==> src/inc/edast_pkg.sv <==
// Package for the external data move stretch and wait controller.
// Assumes one 125 MHz core clock with a four-clock machine cycle.
package edast_pkg;
  localparam int CLK_PER_MC = 4;
  localparam logic [7:0] OFS_CLOCK_CONTROL = 8'h8e;
  localparam logic [7:0] OFS_POINTER_SELECT = 8'h86;
  localparam logic [7:0] OFS_MEMMAP_CONTROL = 8'h9c;
  localparam logic [7:0] OFS_TIMED_ACCESS = 8'hc7;
  localparam logic [7:0] OFS_DPTR0_LO = 8'h82;
  localparam logic [7:0] OFS_DPTR0_HI = 8'h83;
  localparam logic [7:0] OFS_SECOND_DATA_POINTER_LO = 8'h84;
  localparam logic [7:0] OFS_SECOND_DATA_POINTER_HI = 8'h85;
  localparam logic [7:0] OFS_PORT2 = 8'ha0;
  localparam int STRETCH_LSB = 0;
  localparam int STRETCH_MSB = 2;
  localparam int WAIT_EN_BIT = 7;
  localparam logic [2:0] STRETCH_RESET = 3'h1;
  localparam logic [7:0] PORT2_RESET = 8'hff;
  localparam logic [7:0] TA_KEY1 = 8'haa;
  localparam logic [7:0] TA_KEY2 = 8'h55;
  localparam logic [1:0] TA_WINDOW_MC = 2'h3;
  // Clock state at which wait is sampled (third of four)
  localparam logic [1:0] SAMPLE_STATE = 2'h2;
  typedef enum logic [3:0] {
    EDAST_IDLE = 4'h1,
    EDAST_FETCH = 4'h2,
    EDAST_ACCESS = 4'h4,
    EDAST_DONE = 4'h8
  } edast_state_e;
endpackage

==> src/logic/edast_ctrl.sv <==
// External data move controller: stretch, strobe timing, wait states, addressing.
// Assumes a core sequencer requests moves and freezes while busy_out is high.
`timescale 1ns/100ps
module edast_ctrl (
  input wire logic ref_clk_in,
  input wire logic reset_in,
  input wire logic [7:0] reg_addr_in,
  input wire logic [7:0] reg_wdata_in,
  input wire logic reg_wr_in,
  input wire logic reg_rd_in,
  output logic [7:0] reg_rdata_out,
  input wire logic move_req_in,
  input wire logic move_write_in,
  input wire logic move_indirect_in,
  input wire logic [7:0] work_reg_in,
  input wire logic [7:0] move_wdata_in,
  output logic busy_out,
  output logic done_out,
  output logic [7:0] move_rdata_out,
  input wire logic wait_n_in,
  input wire logic [7:0] ext_data_in,
  output logic [7:0] ext_data_out,
  output logic ext_data_oe_out,
  output logic [15:0] ext_addr_out,
  output logic rd_n_out,
  output logic wr_n_out
);

  ////////////////////////////////////////////////////////////////////////////
  typedef struct packed {
    edast_pkg::edast_state_e st;
    logic [1:0] phase;
    logic [5:0] clk_left;
    logic [4:0] strobe_left;
    logic strobe_on;
    logic [2:0] stretch;
    logic wait_en;
    logic ptr_sel;
    logic [15:0] dptr0;
    logic [15:0] second_data_pointer;
    logic [7:0] port2;
    logic [1:0] ta_state;
    logic [1:0] ta_mc;
    logic [1:0] ta_phase;
    logic is_write;
    logic [7:0] rdata;
    logic [7:0] mrdata;
    logic busy;
    logic done;
    logic [7:0] dout;
    logic doe;
    logic [15:0] addr;
    logic rd_n;
    logic wr_n;
  } edast_state_s;

  edast_state_s s_q;
  edast_state_s s_d;
  logic [4:0] strobe_clocks;
  logic wait_seen;
  logic [5:0] next_left;

  edast_strobe_width u_width (
    .code_in(s_q.stretch),
    .clocks_out(strobe_clocks)
  );

  // Minimum access length in clocks: stretch plus one machine cycles
  function automatic logic [5:0] access_clocks(input logic [2:0] code);
    access_clocks = {({1'b0, code} + 4'h1), 2'h0};
  endfunction

  ////////////////////////////////////////////////////////////////////////////
  always_comb begin
    s_d = s_q;
    s_d.done = 1'b0;
    wait_seen = 1'b0;
    // Register writes
    if (reg_wr_in) begin
      case (reg_addr_in)
        edast_pkg::OFS_CLOCK_CONTROL: begin
          s_d.stretch = reg_wdata_in[edast_pkg::STRETCH_MSB:edast_pkg::STRETCH_LSB];
        end
        edast_pkg::OFS_POINTER_SELECT: begin
          s_d.ptr_sel = reg_wdata_in[0];
        end
        edast_pkg::OFS_DPTR0_LO: begin
          s_d.dptr0[7:0] = reg_wdata_in;
        end
        edast_pkg::OFS_DPTR0_HI: begin
          s_d.dptr0[15:8] = reg_wdata_in;
        end
        edast_pkg::OFS_SECOND_DATA_POINTER_LO: begin
          s_d.second_data_pointer[7:0] = reg_wdata_in;
        end
        edast_pkg::OFS_SECOND_DATA_POINTER_HI: begin
          s_d.second_data_pointer[15:8] = reg_wdata_in;
        end
        edast_pkg::OFS_PORT2: begin
          s_d.port2 = reg_wdata_in;
        end
        edast_pkg::OFS_MEMMAP_CONTROL: begin
          if (s_q.ta_state == 2'h2) begin
            s_d.wait_en = reg_wdata_in[edast_pkg::WAIT_EN_BIT];
          end
        end
        default: begin
        end
      endcase
    end
    // Timed access: 0xaa then 0x55 opens a window of a few machine cycles
    if (s_q.ta_state != 2'h0) begin
      s_d.ta_phase = s_q.ta_phase + 2'h1;
      if (s_q.ta_phase == 2'h3) begin
        if (s_q.ta_mc == 2'h0) begin
          s_d.ta_state = 2'h0;
        end else begin
          s_d.ta_mc = s_q.ta_mc - 2'h1;
        end
      end
    end
    if (reg_wr_in && reg_addr_in == edast_pkg::OFS_TIMED_ACCESS) begin
      s_d.ta_phase = 2'h0;
      s_d.ta_mc = edast_pkg::TA_WINDOW_MC;
      if (reg_wdata_in == edast_pkg::TA_KEY1) begin
        s_d.ta_state = 2'h1;
      end else if (reg_wdata_in == edast_pkg::TA_KEY2 && s_q.ta_state == 2'h1) begin
        s_d.ta_state = 2'h2;
      end else begin
        s_d.ta_state = 2'h0;
      end
    end else if (reg_wr_in && reg_addr_in == edast_pkg::OFS_MEMMAP_CONTROL) begin
      s_d.ta_state = 2'h0;
    end
    // Register reads, data in the following cycle
    if (reg_rd_in) begin
      case (reg_addr_in)
        edast_pkg::OFS_CLOCK_CONTROL: s_d.rdata = {5'h00, s_q.stretch};
        edast_pkg::OFS_POINTER_SELECT: s_d.rdata = {7'h00, s_q.ptr_sel};
        edast_pkg::OFS_MEMMAP_CONTROL: s_d.rdata = {s_q.wait_en, 7'h00};
        edast_pkg::OFS_DPTR0_LO: s_d.rdata = s_q.dptr0[7:0];
        edast_pkg::OFS_DPTR0_HI: s_d.rdata = s_q.dptr0[15:8];
        edast_pkg::OFS_SECOND_DATA_POINTER_LO: s_d.rdata = s_q.second_data_pointer[7:0];
        edast_pkg::OFS_SECOND_DATA_POINTER_HI: s_d.rdata = s_q.second_data_pointer[15:8];
        edast_pkg::OFS_PORT2: s_d.rdata = s_q.port2;
        default: s_d.rdata = 8'h00;
      endcase
    end else begin
      s_d.rdata = 8'h00;
    end

    // Move sequencer
    next_left = 6'h00;
    case (s_q.st)
      edast_pkg::EDAST_IDLE: begin
        s_d.rd_n = 1'b1;
        s_d.wr_n = 1'b1;
        if (move_req_in) begin
          s_d.st = edast_pkg::EDAST_FETCH;
          s_d.phase = 2'h0;
          s_d.busy = 1'b1;
          s_d.is_write = move_write_in;
          if (move_indirect_in) begin
            s_d.addr = {s_q.port2, work_reg_in};
          end else begin
            s_d.addr = s_q.ptr_sel ? s_q.second_data_pointer : s_q.dptr0;
          end
          s_d.dout = move_wdata_in;
        end
      end
      // The fetch cycle is an ordinary four-clock cycle; busy_out is high from its first clock, so the core is frozen through it
      edast_pkg::EDAST_FETCH: begin
        s_d.phase = s_q.phase + 2'h1;
        if (s_q.phase == 2'h3) begin
          s_d.st = edast_pkg::EDAST_ACCESS;
          s_d.clk_left = access_clocks(s_q.stretch);
          // Width is latched so a stretch write mid-move cannot cut the strobe
          s_d.strobe_left = strobe_clocks;
          s_d.strobe_on = 1'b0;
          s_d.doe = s_q.is_write;
        end
      end
      edast_pkg::EDAST_ACCESS: begin
        s_d.phase = s_q.phase + 2'h1;
        next_left = s_q.clk_left - 6'h01;
        // Only the last machine cycle is sampled, so waits never shorten the minimum
        if (s_q.clk_left[5:2] == 4'h0 && s_q.clk_left[1:0] == edast_pkg::SAMPLE_STATE) begin
          wait_seen = s_q.wait_en && !wait_n_in;
        end
        if (wait_seen) begin
          next_left = s_q.clk_left + 6'h03;
        end
        if (s_q.clk_left == 6'h01) begin
          s_d.st = edast_pkg::EDAST_DONE;
          s_d.busy = 1'b0;
          s_d.done = 1'b1;
          s_d.strobe_on = 1'b0;
          s_d.rd_n = 1'b1;
          s_d.wr_n = 1'b1;
          s_d.doe = 1'b0;
          if (!s_q.is_write) begin
            s_d.mrdata = ext_data_in;
          end
        end else begin
          s_d.clk_left = next_left;
          // Strobe takes the last clocks of the access and stays low through waits
          if (s_q.strobe_on || next_left <= {1'b0, s_q.strobe_left}) begin
            s_d.strobe_on = 1'b1;
            s_d.rd_n = s_q.is_write;
            s_d.wr_n = !s_q.is_write;
          end
        end
      end
      edast_pkg::EDAST_DONE: begin
        s_d.st = edast_pkg::EDAST_IDLE;
      end
      default: begin
        s_d.st = edast_pkg::EDAST_IDLE;
      end
    endcase
    // Synchronous reset overrides everything above
    if (reset_in) begin
      s_d = '0;
      s_d.st = edast_pkg::EDAST_IDLE;
      s_d.stretch = edast_pkg::STRETCH_RESET;
      s_d.port2 = edast_pkg::PORT2_RESET;
      s_d.rd_n = 1'b1;
      s_d.wr_n = 1'b1;
    end
  end

  always_ff @(posedge ref_clk_in) begin
    s_q <= s_d;
  end

  ////////////////////////////////////////////////////////////////////////////
  assign reg_rdata_out = s_q.rdata;
  assign busy_out = s_q.busy;
  assign done_out = s_q.done;
  assign move_rdata_out = s_q.mrdata;
  assign ext_data_out = s_q.dout;
  assign ext_data_oe_out = s_q.doe;
  assign ext_addr_out = s_q.addr;
  assign rd_n_out = s_q.rd_n;
  assign wr_n_out = s_q.wr_n;

  ////////////////////////////////////////////////////////////////////////////
  // Fetch takes exactly four clocks before the access
  a_fetch_four: assert property (
    @(posedge ref_clk_in) disable iff (reset_in)
    (s_q.st == edast_pkg::EDAST_FETCH && s_q.phase == 2'h0) |-> ##3 (s_q.st == edast_pkg::EDAST_FETCH)
      ##1 (s_q.st == edast_pkg::EDAST_ACCESS)
  ) else $error("fetch cycle length wrong");

  a_stretch_field: assert property (
    @(posedge ref_clk_in) disable iff (reset_in)
    (reg_wr_in && reg_addr_in == edast_pkg::OFS_CLOCK_CONTROL)
      |=> s_q.stretch == $past(reg_wdata_in[edast_pkg::STRETCH_MSB:edast_pkg::STRETCH_LSB])
  ) else $error("stretch field not loaded");

  a_access_min: assert property (
    @(posedge ref_clk_in) disable iff (reset_in)
    (s_q.st == edast_pkg::EDAST_FETCH && s_q.phase == 2'h3)
      |=> s_q.clk_left == access_clocks($past(s_q.stretch))
  ) else $error("access length wrong");

  a_idle_quiet: assert property (
    @(posedge ref_clk_in) disable iff (reset_in)
    (s_q.st == edast_pkg::EDAST_IDLE) |-> (s_q.rd_n && s_q.wr_n && !s_q.busy)
  ) else $error("strobe or busy outside a move");

  a_done_pulse: assert property (
    @(posedge ref_clk_in) disable iff (reset_in)
    s_q.done |=> !s_q.done
  ) else $error("done longer than one clock");

  // No disable here: the first clock after reset is the one of interest
  a_stretch_reset: assert property (
    @(posedge ref_clk_in)
    $fell(reset_in) |-> s_q.stretch == edast_pkg::STRETCH_RESET
  ) else $error("stretch reset value wrong");

  a_strobe_one: assert property (
    @(posedge ref_clk_in) disable iff (reset_in)
    !(!s_q.rd_n && !s_q.wr_n)
  ) else $error("both strobes low");

  a_wait_gated: assert property (
    @(posedge ref_clk_in) disable iff (reset_in)
    (s_q.st == edast_pkg::EDAST_ACCESS && !s_q.wait_en) |-> !wait_seen
  ) else $error("wait honoured while disabled");

  a_wait_sample: assert property (
    @(posedge ref_clk_in) disable iff (reset_in)
    wait_seen |-> (s_q.clk_left == 6'h02 && s_q.strobe_on)
  ) else $error("wait sampled at wrong clock");

  a_wait_extends: assert property (
    @(posedge ref_clk_in) disable iff (reset_in)
    wait_seen |=> (s_q.st == edast_pkg::EDAST_ACCESS && s_q.clk_left == 6'h05)
  ) else $error("wait did not add a machine cycle");

  a_wait_locked: assert property (
    @(posedge ref_clk_in) disable iff (reset_in)
    (reg_wr_in && reg_addr_in == edast_pkg::OFS_MEMMAP_CONTROL && s_q.ta_state != 2'h2)
      |=> $stable(s_q.wait_en)
  ) else $error("wait enable changed without unlock");

  a_indirect_addr: assert property (
    @(posedge ref_clk_in) disable iff (reset_in)
    (s_q.st == edast_pkg::EDAST_IDLE && move_req_in && move_indirect_in)
      |=> s_q.addr == {$past(s_q.port2), $past(work_reg_in)}
  ) else $error("indirect address wrong");

  a_pointer_addr: assert property (
    @(posedge ref_clk_in) disable iff (reset_in)
    (s_q.st == edast_pkg::EDAST_IDLE && move_req_in && !move_indirect_in && s_q.ptr_sel)
      |=> s_q.addr == $past(s_q.second_data_pointer)
  ) else $error("second pointer not used");

  a_strobe_ends: assert property (
    @(posedge ref_clk_in) disable iff (reset_in)
    (s_q.st == edast_pkg::EDAST_ACCESS && s_q.clk_left == 6'h01) |-> s_q.strobe_on
  ) else $error("strobe not active at access end");

  a_write_data: assert property (
    @(posedge ref_clk_in) disable iff (reset_in)
    !s_q.wr_n |-> (s_q.doe && $stable(s_q.dout))
  ) else $error("write data not held during strobe");
endmodule

==> src/logic/edast_strobe_width.sv <==
// Strobe width lookup for a stretch code.
// Assumes codes come straight from the stretch field.
`timescale 1ns/100ps
module edast_strobe_width (
  input wire logic [2:0] code_in,
  output logic [4:0] clocks_out
);
  always_comb begin
    if (code_in == 3'h0) begin
      clocks_out = 5'h02;
    end else begin
      clocks_out = {code_in, 2'h0};
    end
  end
endmodule

==> config.mk <==
export PLATFORM = sky130hd
export DESIGN_NAME = edast_ctrl
export DESIGN_NICKNAME = d
export VERILOG_FILES = /design/src/inc/edast_pkg.sv /design/src/logic/edast_ctrl.sv /design/src/logic/edast_strobe_width.sv
export SDC_FILE = /design/constraint.sdc
export NUM_CORES = 1
export LEC_CHECK = 0
export ABC_AREA = 1
export BUFFER_PORTS_ARGS = -buffer_cell sky130_fd_sc_hd__buf_2
export CAP_MARGIN = 10
export CORE_UTILIZATION = 25
export CTS_BUF_LIST = sky130_fd_sc_hd__clkbuf_16
export CTS_CLUSTER_DIAMETER = 40
export CTS_CLUSTER_SIZE = 20
export DETAILED_ROUTE_END_ITERATION = 8
export GPL_ROUTABILITY_DRIVEN = 0
export SLEW_MARGIN = 15
export SYNTH_ARGS = -nofsm -noshare
export SYNTH_HDL_FRONTEND = slang
export SYNTH_SLANG_ARGS = --single-unit
==> constraint.sdc <==
create_clock -name ref_clk_in -period 2.3 [get_ports ref_clk_in]
set_input_delay 0.46 -clock ref_clk_in [delete_from_list [all_inputs] [get_ports ref_clk_in]]
set_output_delay 0.46 -clock ref_clk_in [all_outputs]
set_load 0.02 [all_outputs]
* After elaboration in Yosys (flattened, before gate mapping)
Cells that the tools add are included.
Widths: inputs -> output; s select.
** Word-level totals
- Register bits after elaboration :: 115
- Latch bits :: 0
- Memory bits (writable) :: 0
- Memory bits (read-only) :: 0
- Bits of input ports :: 48
- Memories :: 0
** Cells by class
- Add/subtract/negate cells :: 6
- $mul :: 0
- Div/mod/pow operators :: 0
- $lt $le $gt $ge :: 1
- Equal/unequal tests :: 26
- Shift operators :: 0
- Multiplexer cells :: 37
- Bitwise gates (word level) :: 3
- Reduce and logical (&&, ||, !) cells :: 44
** Operators by type and width (count)
- $eq 8x8->1 const B :: 10
- $pmux 8 s8 :: 1
- $mux 16 :: 2
- $mux 6 :: 5
- $reduce_and 3->1 :: 9
- $reduce_and 2->1 :: 11
- $mux 2 :: 9
- $mux 4 :: 4
- $mux 12 :: 1
- $pmux 4 s3 :: 1
- $pmux 6 s2 :: 1
- $reduce_bool 2->1 :: 6
- $reduce_bool 3->1 :: 3
- $eq 2x2->1 const B :: 4
- $eq 8x7->1 const B :: 1
- $ne 2x2->1 const B :: 4
- $pmux 2 s2 :: 2
- $reduce_or 2->1 :: 4
- $mux 1 :: 7
- $add 6x2->6 const B :: 1
- $eq 6x1->1 const B :: 1
- $le 6x5->1 :: 1
- $pmux 1 s2 :: 3
- $sub 6x1->6 const B :: 1
- 17 further kinds :: 25

* Depth between registers and ports, before layout
Gate-level depths: netlist of the first run.
- Depth in word-level cells :: 11
- Depth in mapped cells :: 19
- Mapped depth without buffers :: 19

* By module
A second synthesis of the first run with hierarchy kept.
** Unflattened totals
- Cell total of the unflattened synthesis :: 757
- Area total of the unflattened synthesis :: 5780.5 um2
** By module, submodules not included
- edast_ctrl :: instances 1, cells an instance 748, area each 5740.5 um2
- edast_strobe_width :: instances 1, cells an instance 9, area each 40.0 um2

* Worst setup path before layout of the first run
No wires, ideal clock.
- Kind :: register to register
- Start point :: register s_q[103] (netlist bit)
- End point :: register s_q (netlist bit rd_n_out)
- Setup time :: 0.135 ns
- Arrival :: 2.000 ns
- Path slack :: 0.165 ns
- Cell stages (with the launch flop) :: 18
- Clock period less this slack :: 2.135 ns
- Path through :: dfxtp_1 > inv_1 > ha_1 > xnor2_1 > or2_2 > nand2_1 > inv_1 > ha_1 > inv_1 > o21bai_1 > nand2_1 > nand2_1 > nand2_1 > nand2_1 > nand2_1 > nand2_1 > nand2_1 > nand3_1
** On the way
- Word-level cells in the longest chain between the ends :: 10
- Elaborated cells on any way between the ends :: 15
- Classes of those cells :: 2 x add/sub; 1 x order compare; 3 x eq/ne; 6 x mux; 3 x reduce/logical
** RTL lines
- start, declared :: line edast_ctrl.sv:57 : edast_state_s s_q;
- start signal, assigned :: line edast_ctrl.sv:233 : s_q <= s_d;
- branches (longest 10 deep; another with $sub 6x1->6)
Several ways; the timed one is not identified. The select of a mux whose other input is x is not followed.
A chain may end at the register's enable or synchronous reset.

* Worst setup path in the final report of the first run
- Start point :: register s_q[103] (netlist bit)
- End point :: register s_q (netlist bit wr_n_out)
The elaborated chain is that of the path after synthesis.

==> results.md, run 1 <==
* Max_cap viols at 0
* Post-Synth Simple-Gate Area at 0.240
* Cell Pwr Density at 757 mW/mm²
* Syn avg cell area at 7.32 µm²
* VDD IR max at 0.000608 V
* Final min period at 2.12 ns
* Root buf cell: clkbuf_16
* Top-area cell type share of the netlist area at 0.397
* Achievable Freq at 0.473 GHz
* Area delta synth->final at 18.8%
* Main combinational cell family by area after synthesis: simple AND/OR/NAND/NOR gates
* Number of flops mapped to enable cells by yosys at 0
* Actual slew at the worst max-slew pin at 0.515 ns
* Ys flop type: dfxtp_1
* Post-Synthesis Cells at 784
* Final Cell Area at 0.00682 mm²
* Synth top area cells: dfxtp_1 40%, nand2_1 8.6%, a21oi_1 7.9%
* Post-synth cell types at 43
* Worst path arrival time at 2.42 ns
* Vias at 5197
* P_leak at 2.84 nW
* Final Slew Violations at 0
* Core Area at 0.0226 mm²
* CTS tree: yes
* HP Class: input port to flop
* H-tree levels at 4
* Outcome: complete, no violations
* Synth Area in XOR/XNOR at 0.00305
* CP Capture Type: flop
* Seq/Total Area, Yosys at 0.397
* WL/cell at 13.7 µm
* Post-Synth Adder-Cell Area at 0.0261
* CTS Sinks at 114
* Worst-path fanout max at 3
* Global-route wire length before repair at 24800 µm
* Placed cell area at 0.00618 mm²
* GR Util All Layers at 0.135
* I/O pins at 93
* Share of layout cells above drive strength 1 at 0.212
* Worst setup SP type: flop
* I/O Buffers at 92
* Async set-reset flop share out of synthesis at 0
* Total power at 5.16 mW
* DRC violations left at 0
* Core Util, Final at 0.302
* Yosys reg bits at 114
* Die height at 154 µm
* Multiplexer area fraction after synthesis at 0
* Pin count of the biggest net entering global routing at 43
* Placed Instances at 1097
* Via/cell ratio at 4.60
* Final hold vios at 0
* WL final at 15500 µm
* Crit path kind: flop to flop
* Synth Cell Area at 0.00574 mm²
* Core Rows at 55
* Clock slew seen by the registers of the worst setup and hold paths at 0.05 ns
* Post-Syn Nets at 844
* Worst-case clock buffer depth at 2
* Synth area leader: dfxtp_1
* Yosys warnings at 0
* Die X at 154 µm
* Synth Area in Compound Gates at 0.189
* Period Utilization, post-route at 0.920
* Worst-Skew Late Latency at 0.42 ns
* Num CTS Buffers at 17
* Rel. slew slack at 0.657
* Final std cells w/o fill at 1130
* Post-DRT Antenna Nets at 0
* Die area at 0.0236 mm²
* Setup-failing EPs final at 0
* Place WS at 0.0253 ns
* Initial antenna violation count at 3
* 1st-pass router iterations at 5
* Layout net count at 892
* Iter 0 DRT Violations at 334
* Setup slack after layout at 0.185 ns
* Post-DP HPWL at 11000 µm
* Clock Skews at 0.00979 ns
* Starting Density at 0.254
* Worst EP required at 2.61 ns
* Number of global-route vias before repair at 4701
* Total grt overflow at 0
worst max-delay path, stage by stage (launching register included):
cell and delay [ns]:
dfxtp_2 0.32, inv_2 0.09, ha_2 0.17, inv_1 0.04, nor2_1 0.08, nand2_1 0.08
or2_4 0.24, nand2_2 0.05, inv_1 0.04, ha_1 0.28, inv_1 0.04, o21bai_1 0.12
nand2_1 0.06, nand2_1 0.06, nand2_2 0.05, nand2_1 0.07, nand2_2 0.07, nand3_1 0.07
nand3_1 0.08
power breakdown:
| group | internal (mW) | switching, mW |
|---|---|---|
| clock network | 1.78 | 0.926 |
| registers | 2.02 | 0.0240 |
| logic | 0.130 | 0.285 |
| total | 3.93 | 1.23 |
path summary, 6_finish.rpt:
| check | from | endpoint | slack (ns) | cells past startpoint |
|---|---|---|---|---|
| worst min register to register | move_rdata_out[5] | move_rdata_out[5] | 0.44 | 2 |
| worst min-delay path | move_wdata_in[4] | ext_data_out[4] | 0.31 | 3 |
| worst max register to register | s_q[103] | wr_n_out | 0.18 | 18 |
| worst max-delay path | s_q[103] | wr_n_out | 0.18 | 18 |
flip-flops by register name, summed over array words and instances, names as in the netlist:
name / count
s_q: 69
reg_rdata_out: 8
done_out: 1
wr_n_out: 1
ext_addr_out: 16
rd_n_out: 1
ext_data_oe_out: 1
busy_out: 1
ext_data_out: 8
move_rdata_out: 8
layout make-up:
type | instances | area [µm²]
antenna | 1 | 2.50
clock buffer | 17 | 425
clock inverter | 14 | 171
fill | 2459 | 15800
inverter | 94 | 353
multi-input combinational | 501 | 2660
sequential | 114 | 2280
tap | 285 | 357
timing repair buffer | 104 | 563
logic make-up after synthesis:
kind of cell,after synthesis
simple gates,281
compound gates,206
buf+inv,169
flops,114
fa+ha+maj,12
xor+xnor,2
routing by layer:
layer | vias up | GRT usage | share of wire
li1 | 2672 | - | -
met1 | 2357 | 0.183 | 0.49
met2 | 139 | 0.201 | 0.44
met3 | 25 | 0.0318 | 0.057
met4 | 4 | 0.0595 | 0.018
met5 | - | 0 | 0.0012
what timing repair did:
action                                 CTS  global route
hold buffers                             0             0
setup buffers                            0             1
gates resized for setup                  0            12
setup endpoints to repair                0             2
endpoints found under the hold margin    0             0
stage by stage:
stage,hold slack (ns),TNS (ns)
3_5_place_dp,0.436,0
3_3_place_gp,0.432,0
5_1_grt,0.312,-0.0124
2_1_floorplan,0.424,0
6_report,0.312,0
4_1_cts,0.302,0
synthesized netlist by cell type, types with 2 or more instances:
library cell / n
nand2_1: 131
dfxtp_1: 114
a21oi_1: 91
inv_1: 86
o21ai_0: 80
nand3_1: 65
buf_4: 44
nor2_1: 35
clkbuf_1: 17
ha_1: 12
nand4_1: 11
o22ai_1: 11
buf_2: 10
nand2_2: 8
o21ai_1: 8
inv_2: 7
nor3_1: 5
o211ai_1: 5
a31oi_1: 4
nand2_4: 4
a22oi_1: 3
nand3_2: 3
nand4_2: 3
nor2_4: 3
nor4_1: 3
buf_6: 2
nor2_2: 2
nor2_8: 2
placed cells by master, fill, tap and decap left out, types with 2 or more instances in the layout:
master     instances
a21oi_1           91
a22oi_1            3
a31oi_1            4
buf_2             92
buf_4             11
bufinv_16          4
clkbuf_16         17
clkinv_1           4
clkinv_2           4
dfxtp_1          112
dfxtp_2            2
ha_1              10
inv_1             86
inv_2              8
nand2_1          127
nand2_2           12
nand2_4            4
nand3_1           64
nand3_2            4
nand4_1           11
nand4_2            3
nor2_1            35
nor2_2             2
nor2_4             3
nor2_8             2
nor3_1             5
nor4_1             3
o211ai_1           5
o21ai_0           80
o21ai_1            8
o22ai_1           11
(Power assumes the default switching activity.)
==> inputs of run 2 (changes only) <==
- CTS_CLUSTER_DIAMETER: 40 -> not set
- clock period: 2.3 -> 2.32 ns (I/O delays scaled with it)
==> results.md, run 2 (same netlist as run 1, synthesis figures left out) <==
* Outcome: complete, no violations
* I/O pins at 93 (unchanged)
* Total grt overflow at 0 (unchanged)
* Most common cell after layout, fill and taps aside: nand2_1
* DR top layer: met4
* Core Util, Final at 0.302 (-0.000444)
* Final min period at 2.17 ns (+0.0586 ns)
* Crit path kind: flop to flop
* Final Slew Violations at 0 (unchanged)
* Root buf cell: clkbuf_16
* Global-route wire length before repair at 24800 µm (about the same)
* CTS tree: yes
* Total power at 5.04 mW (-2.3%)
* Final std cells w/o fill at 1130 (unchanged)
* Initial antenna violation count at 1 (-2)
* Iter 0 DRT Violations at 309 (-7.5%)
* Final hold vios at 0 (unchanged)
* Worst setup SP type: flop
* Die area at 0.0236 mm² (unchanged)
* Clock slew seen by the registers of the worst setup and hold paths at 0.05 ns (about the same)
* Worst EP required at 2.60 ns (about the same)
* Die X at 154 µm (unchanged)
* Achievable Freq at 0.460 GHz (-2.7%)
* Fillers at 2472 (+0.53%)
* Share of layout cells above drive strength 1 at 0.212 (unchanged)
* Cell Pwr Density at 740 mW/mm² (-2.2%)
* Slowest stage delay, CP at 0.33 ns (about the same)
* Worst-Skew Late Latency at 0.42 ns (about the same)
* M1 wire length at 7350 µm (-2.6%)
* CP Capture Type: flop
* Post-DP HPWL at 10900 µm (-0.81%)
* Met3 wire len at 864 µm (-2.2%)
* Cell mode on critical path: nand2_1
* Core Rows at 55 (unchanged)
* Placed Instances at 1096 (-0.091%)
* Hold path start: ext_data_in[7]
* Rel. slew slack at 0.603 (-0.0533)
* Met2 routed WL at 6840 µm (+1.1%)
* Pin count of the biggest net entering global routing at 43 (unchanged)
* Critical path origin: s_q[104]
* # hold bufs at CTS at 0 (unchanged)
* H-tree levels at 4 (unchanged)
* Worst-path fanout max at 3 (unchanged)
* Hold depth at 3 (unchanged)
* Clock Skews at 0.00910 ns (-0.000692 ns)
* Post-DRT Antenna Nets at 0 (unchanged)
* Max reg flops at 69 (unchanged)
* VDD IR max at 0.000544 V (-11%)
* Period Utilization, post-route at 0.937 (+0.0173)
* Starting Density at 0.254 (unchanged)
* FF-to-FF path depth at 16 (-2)
* Number of global-route vias before repair at 4748 (+1.0%)
* Worst-case clock buffer depth at 2 (unchanged)
* Vias at 5187 (-0.19%)
* CTS Sinks at 114 (unchanged)
* Crit Reg-Reg Startpoint: s_q[104]
* DRC violations left at 0 (unchanged)
* Worst path arrival time at 2.45 ns (+0.03 ns)
* Most flops, register: s_q
* Commonest cells after routing, fill and taps aside: 128 x nand2_1, 112 x dfxtp_1, 92 x buf_2
* P_leak at 2.82 nW (-0.71%)
* GR Util All Layers at 0.134 (-0.000408)
* Area delta synth->final at 18.6%
* 1st-pass router iterations at 4 (-1)
* Critical path, cell by cell: inv_1 > ha_4 > xnor2_1 > or2_2 > nand2_1 > inv_1 > ha_4 > inv_1 > o21bai_1 > nand2_1 > nand2_1 > nand2_2 > nand2_1 > nand2_2 > nand3_1 > nand3_1
* WL/cell at 13.5 µm (-1.5%)
* Max_cap viols at 0 (unchanged)
* WL final at 15300 µm (-1.5%)
* Core Area at 0.0226 mm² (unchanged)
* Setup-failing EPs final at 0 (unchanged)
* Die height at 154 µm (unchanged)
* Num CTS Buffers at 17 (unchanged)
* Via/cell ratio at 4.59 (-0.19%)
* Critical path's slowest cell: dfxtp_2
* I/O Buffers at 92 (unchanged)
* Actual slew at the worst max-slew pin at 0.591 ns (+0.0763 ns)
* Layout net count at 891 (-0.11%)
* HP Class: input port to flop
## run 2: cell type report
type | count | area (µm²) | share of cell area
multi-input combinational | 501 | 2660 | 0.391
sequential | 114 | 2280 | 0.335
timing repair buffer | 103 | 556 | 0.0816
clock buffer | 17 | 425 | 0.0625
tap | 285 | 357 | 0.0524
inverter | 94 | 355 | 0.0522
clock inverter | 15 | 166 | 0.0244
antenna | 1 | 2.50 | 0.000367
## run 2: power breakdown
group / internal (mW) / leakage [nW] / switching, mW
Sequential: 2.00 / 0.924 / 0.0224
Clock: 1.67 / 0.284 / 0.935
Combinational: 0.127 / 1.61 / 0.283
## run 2: what timing repair did
action | CTS | global route
endpoints found under the setup margin | 0 | 2
setup buffers | 0 | 1
gates resized for setup | 0 | 10
## run 2: worst max-delay path, delay by kind of cell, from the launching register on
| family | cells | cell delay (ns) |
|---|---|---|
| buf+inv | 3 | 0.18 |
| fa+ha+maj | 2 | 0.44 |
| xor+xnor | 1 | 0.12 |
| simple gates | 9 | 0.86 |
| compound gates | 1 | 0.11 |
| flops | 1 | 0.33 |
## run 2: per-stage QoR
step	cell area (µm²)	setup WS [ns]	setup TNS [ns]	hold slack, ns
floorplan	5740	0.185	0	0.424
global placement	6170	0.0315	0	0.432
detailed placement	6170	0.00717	0	0.436
CTS	6760	0.0624	0	0.299
global route	6810	-0.0238	-0.0407	0.318
finish	6810	0.146	0	0.314
## run 2: worst paths after layout
kind / to / slack [ns]
max: rd_n_out / 0.15
min: move_rdata_out[7] / 0.31
max reg2reg: rd_n_out / 0.15
min reg2reg: move_rdata_out[5] / 0.44
## run 2: metal layers
layer	vias to the layer above	global-route usage
met5	-	0
met4	0	0.0529
met3	17	0.0364
met2	139	0.210
met1	2364	0.175
li1	2667	-
==> inputs of run 3 (changes only) <==
- ABC_AREA: 1 -> not set
- GPL_TIMING_DRIVEN: not set -> 0
==> results.md, run 3 <==
* Achievable Freq at 0.440 GHz (-4.4%)
* Initial antenna violation count at 0 (-1)
* GR Util All Layers at 0.151 (+0.0171)
* Yosys reg bits at 114 (unchanged)
* Worst EP required at 2.69 ns (+0.09 ns)
* Core Rows at 54 (-1.8%)
* Period Utilization, post-route at 0.981 (+0.0435)
* Number of global-route vias before repair at 4679 (-1.5%)
* Layout net count at 863 (-3.1%)
* Post-Syn Nets at 748 (-11%)
* Post-DP HPWL at 12000 µm (+9.8%)
* Root buf cell: clkbuf_16
* Total grt overflow at 0 (unchanged)
* Final min period at 2.27 ns (+0.101 ns)
* Yosys warnings at 0 (unchanged)
* N_diodes at 0 (-1)
* VDD IR max at 0.000453 V (-17%)
* CTS Sinks at 114 (unchanged)
* Count leader, synth: nand2_1
* Core Util, Final at 0.325 (+0.0236)
* Setup-failing EPs final at 0 (unchanged)
* Synth area leader: dfxtp_1
* Flop pwr share at 0.414 (+0.013)
* Net Sw Frac at 0.244 (-0.00213)
* Iter 0 DRT Violations at 420 (+36%)
* Starting Density at 0.256 (+0.00168)
* Fillers at 2304 (-6.8%)
* DRC violations left at 0 (unchanged)
* Post-synth cell types at 52 (+21%)
* Crit path kind: flop to flop
* Synth Cell Area at 0.00561 mm² (-2.4%)
* Synth cell count leaders: 148 x nand2_1, 114 x dfxtp_1, 76 x a21oi_1, 41 x buf_4, 37 x mux2i_1
* Async set-reset flop share out of synthesis at 0 (unchanged)
* Most flops, register: s_q
* Cell Pwr Density at 681 mW/mm² (-8.0%)
* Post-DRT Antenna Nets at 0 (unchanged)
* WL/cell at 15.6 µm (+15%)
* Most common cell after layout, fill and taps aside: nand2_1
* CP Capture Type: flop
* I/O Buffers at 88 (-4.3%)
* Max reg flops at 69 (unchanged)
* Final Slew Violations at 0 (unchanged)
* H-tree levels at 4 (unchanged)
* Rel. slew slack at 0.371 (-0.232)
* Number of flops mapped to enable cells by yosys at 0 (unchanged)
* P_leak at 2.86 nW (+1.6%)
* I/O pins at 93 (unchanged)
* FF+latch area at 0.00229 mm² (+0.22%)
* Synth top area cells: dfxtp_1 41%, nand2_1 9.9%, a21oi_1 6.8%
* Area of the multi-input gates at 0.00291 mm² (+9.3%)
* Placed Instances at 1056 (-3.6%)
* Share of layout cells above drive strength 1 at 0.252 (+0.0404)
* Post-Synthesis Cells at 688 (-12%)
* # hold bufs at CTS at 0 (unchanged)
* CTS tree: yes
* Num CTS Buffers at 17 (unchanged)
* Die X at 152 µm (-1.2%)
* Clock slew seen by the registers of the worst setup and hold paths at 0.06 ns (about the same)
* WL final at 17100 µm (+12%)
* 1st-pass router iterations at 7 (+3)
* Pin count of the biggest net entering global routing at 17 (-60%)
* Worst-Skew Late Latency at 0.42 ns (about the same)
* Clock power share at 0.509 (-0.008)
* HP Class: input port to flop
* Max_cap viols at 0 (unchanged)
* Switching power at 1.18 mW (-4.7%)
* Worst-case clock buffer depth at 2 (unchanged)
* Vias at 5248 (+1.2%)
* Worst setup SP type: flop
* Seq/Total Area, Yosys at 0.407 (+0.00967)
* Area delta synth->final at 27.1%
* Combinational Power Share at 0.077 (-0.004)
* Ys flop type: dfxtp_1
* Final hold vios at 0 (unchanged)
* Outcome: complete, no violations
* Commonest cells after routing, fill and taps aside: 147 x nand2_1, 110 x dfxtp_1, 100 x buf_2
* Core Area at 0.0219 mm² (-3.0%)
* Global-route wire length before repair at 25900 µm (+4.4%)
* Worst reg-to-reg setup slack at 0.05 ns (-0.10 ns)
* Syn avg cell area at 8.15 µm² (+11%)
* Die height at 152 µm (-1.2%)
* Actual slew at the worst max-slew pin at 0.941 ns (+0.350 ns)
* Worst-path fanout max at 5 (+2)
* Worst path arrival time at 2.64 ns (+0.19 ns)
* Int Power at 3.67 mW (-3.5%)
* Final std cells w/o fill at 1096 (-3.0%)
* Top-area cell type share of the netlist area at 0.407 (+0.00967)
* Via/cell ratio at 4.79 (+4.3%)
* Clock Skews at 0.00864 ns (-0.000465 ns)
* Die area at 0.0230 mm² (-2.3%)
[run 3: repair_timing]
item,4_1_cts,5_1_grt
endpoints found under the setup margin,24,23
setup buffers,0,8
pin swaps,2,8
resized for setup,4,21
[run 3: area by class of cell]
type | instances | area share
Inverter | 16 | 0.00843
Timing Repair Buffer | 96 | 0.0703
Multi-Input combinational cell | 481 | 0.409
Clock buffer | 17 | 0.0597
Tap cell | 280 | 0.0492
Buffer | 77 | 0.0643
Sequential cell | 114 | 0.322
Clock inverter | 15 | 0.0179
[run 3: metal layers]
metal  vias up  part of all wire  GRT usage
met5         -                 0          0
met1      2424              0.45      0.204
met3        19             0.086     0.0413
met4         0             0.016     0.0559
met2       216              0.44      0.228
li1       2589                 -          -
[run 3: metrics by stage]
step	hold WS [ns]	setup slack, ns	area, µm²	power [mW]	setup TNS (ns)
after floorplan	0.437	0.0790	5610	2.27	0
after detailed placement	0.447	-0.389	6400	2.42	-16.14
final	0.284	0.0451	7120	4.85	0
after global routing	0.283	-0.0386	7120	5.00	-0.0938
after global placement	0.443	-0.357	6400	2.42	-15.83
after CTS	0.273	-0.0278	6980	4.88	-0.0278
[run 3: final timing paths]
| check | end | depth (start not counted) | startpoint |
|---|---|---|---|
| min | ext_data_out[4] | 3 | move_wdata_in[4] |
| max | s_q[97] | 9 | s_q[105] |
| min reg2reg | move_rdata_out[3] | 2 | move_rdata_out[3] |
| max reg2reg | s_q[97] | 9 | s_q[105] |
[run 3: logic make-up (layout without fill, tap and decap cells)]
family          after synthesis  count (layout)  share of synthesized area
compound gates              148             148                      0.155
fa+ha+maj                    12              12                     0.0268
flops                       114             114                      0.407
xor+xnor                      7               7                     0.0109
simple gates                273             273                      0.233
buf+inv                      93             221                     0.0924
mux                          41              41                     0.0741
[run 3: power by group through the flow]
stage / clock (mW) / sequential, mW / combinational [mW]
3_5_place_dp: 0 / 2.05 / 0.372
3_3_place_gp: 0 / 2.05 / 0.370
2_1_floorplan: 0 / 2.05 / 0.220
4_1_cts: 2.50 / 2.01 / 0.373
6_report: 2.47 / 2.01 / 0.374
5_1_grt: 2.58 / 2.01 / 0.412
[run 3: critical path, cell delays in order, from the launching register on]
cell and delay [ns]:
dfxtp_2 0.36, nor4_4 0.40, a21oi_1 0.14, mux2_2 0.32, ha_4 0.28, nand2_1 0.04
o22ai_1 0.21, a21oi_4 0.07, nor3_1 0.19, o221a_2 0.21
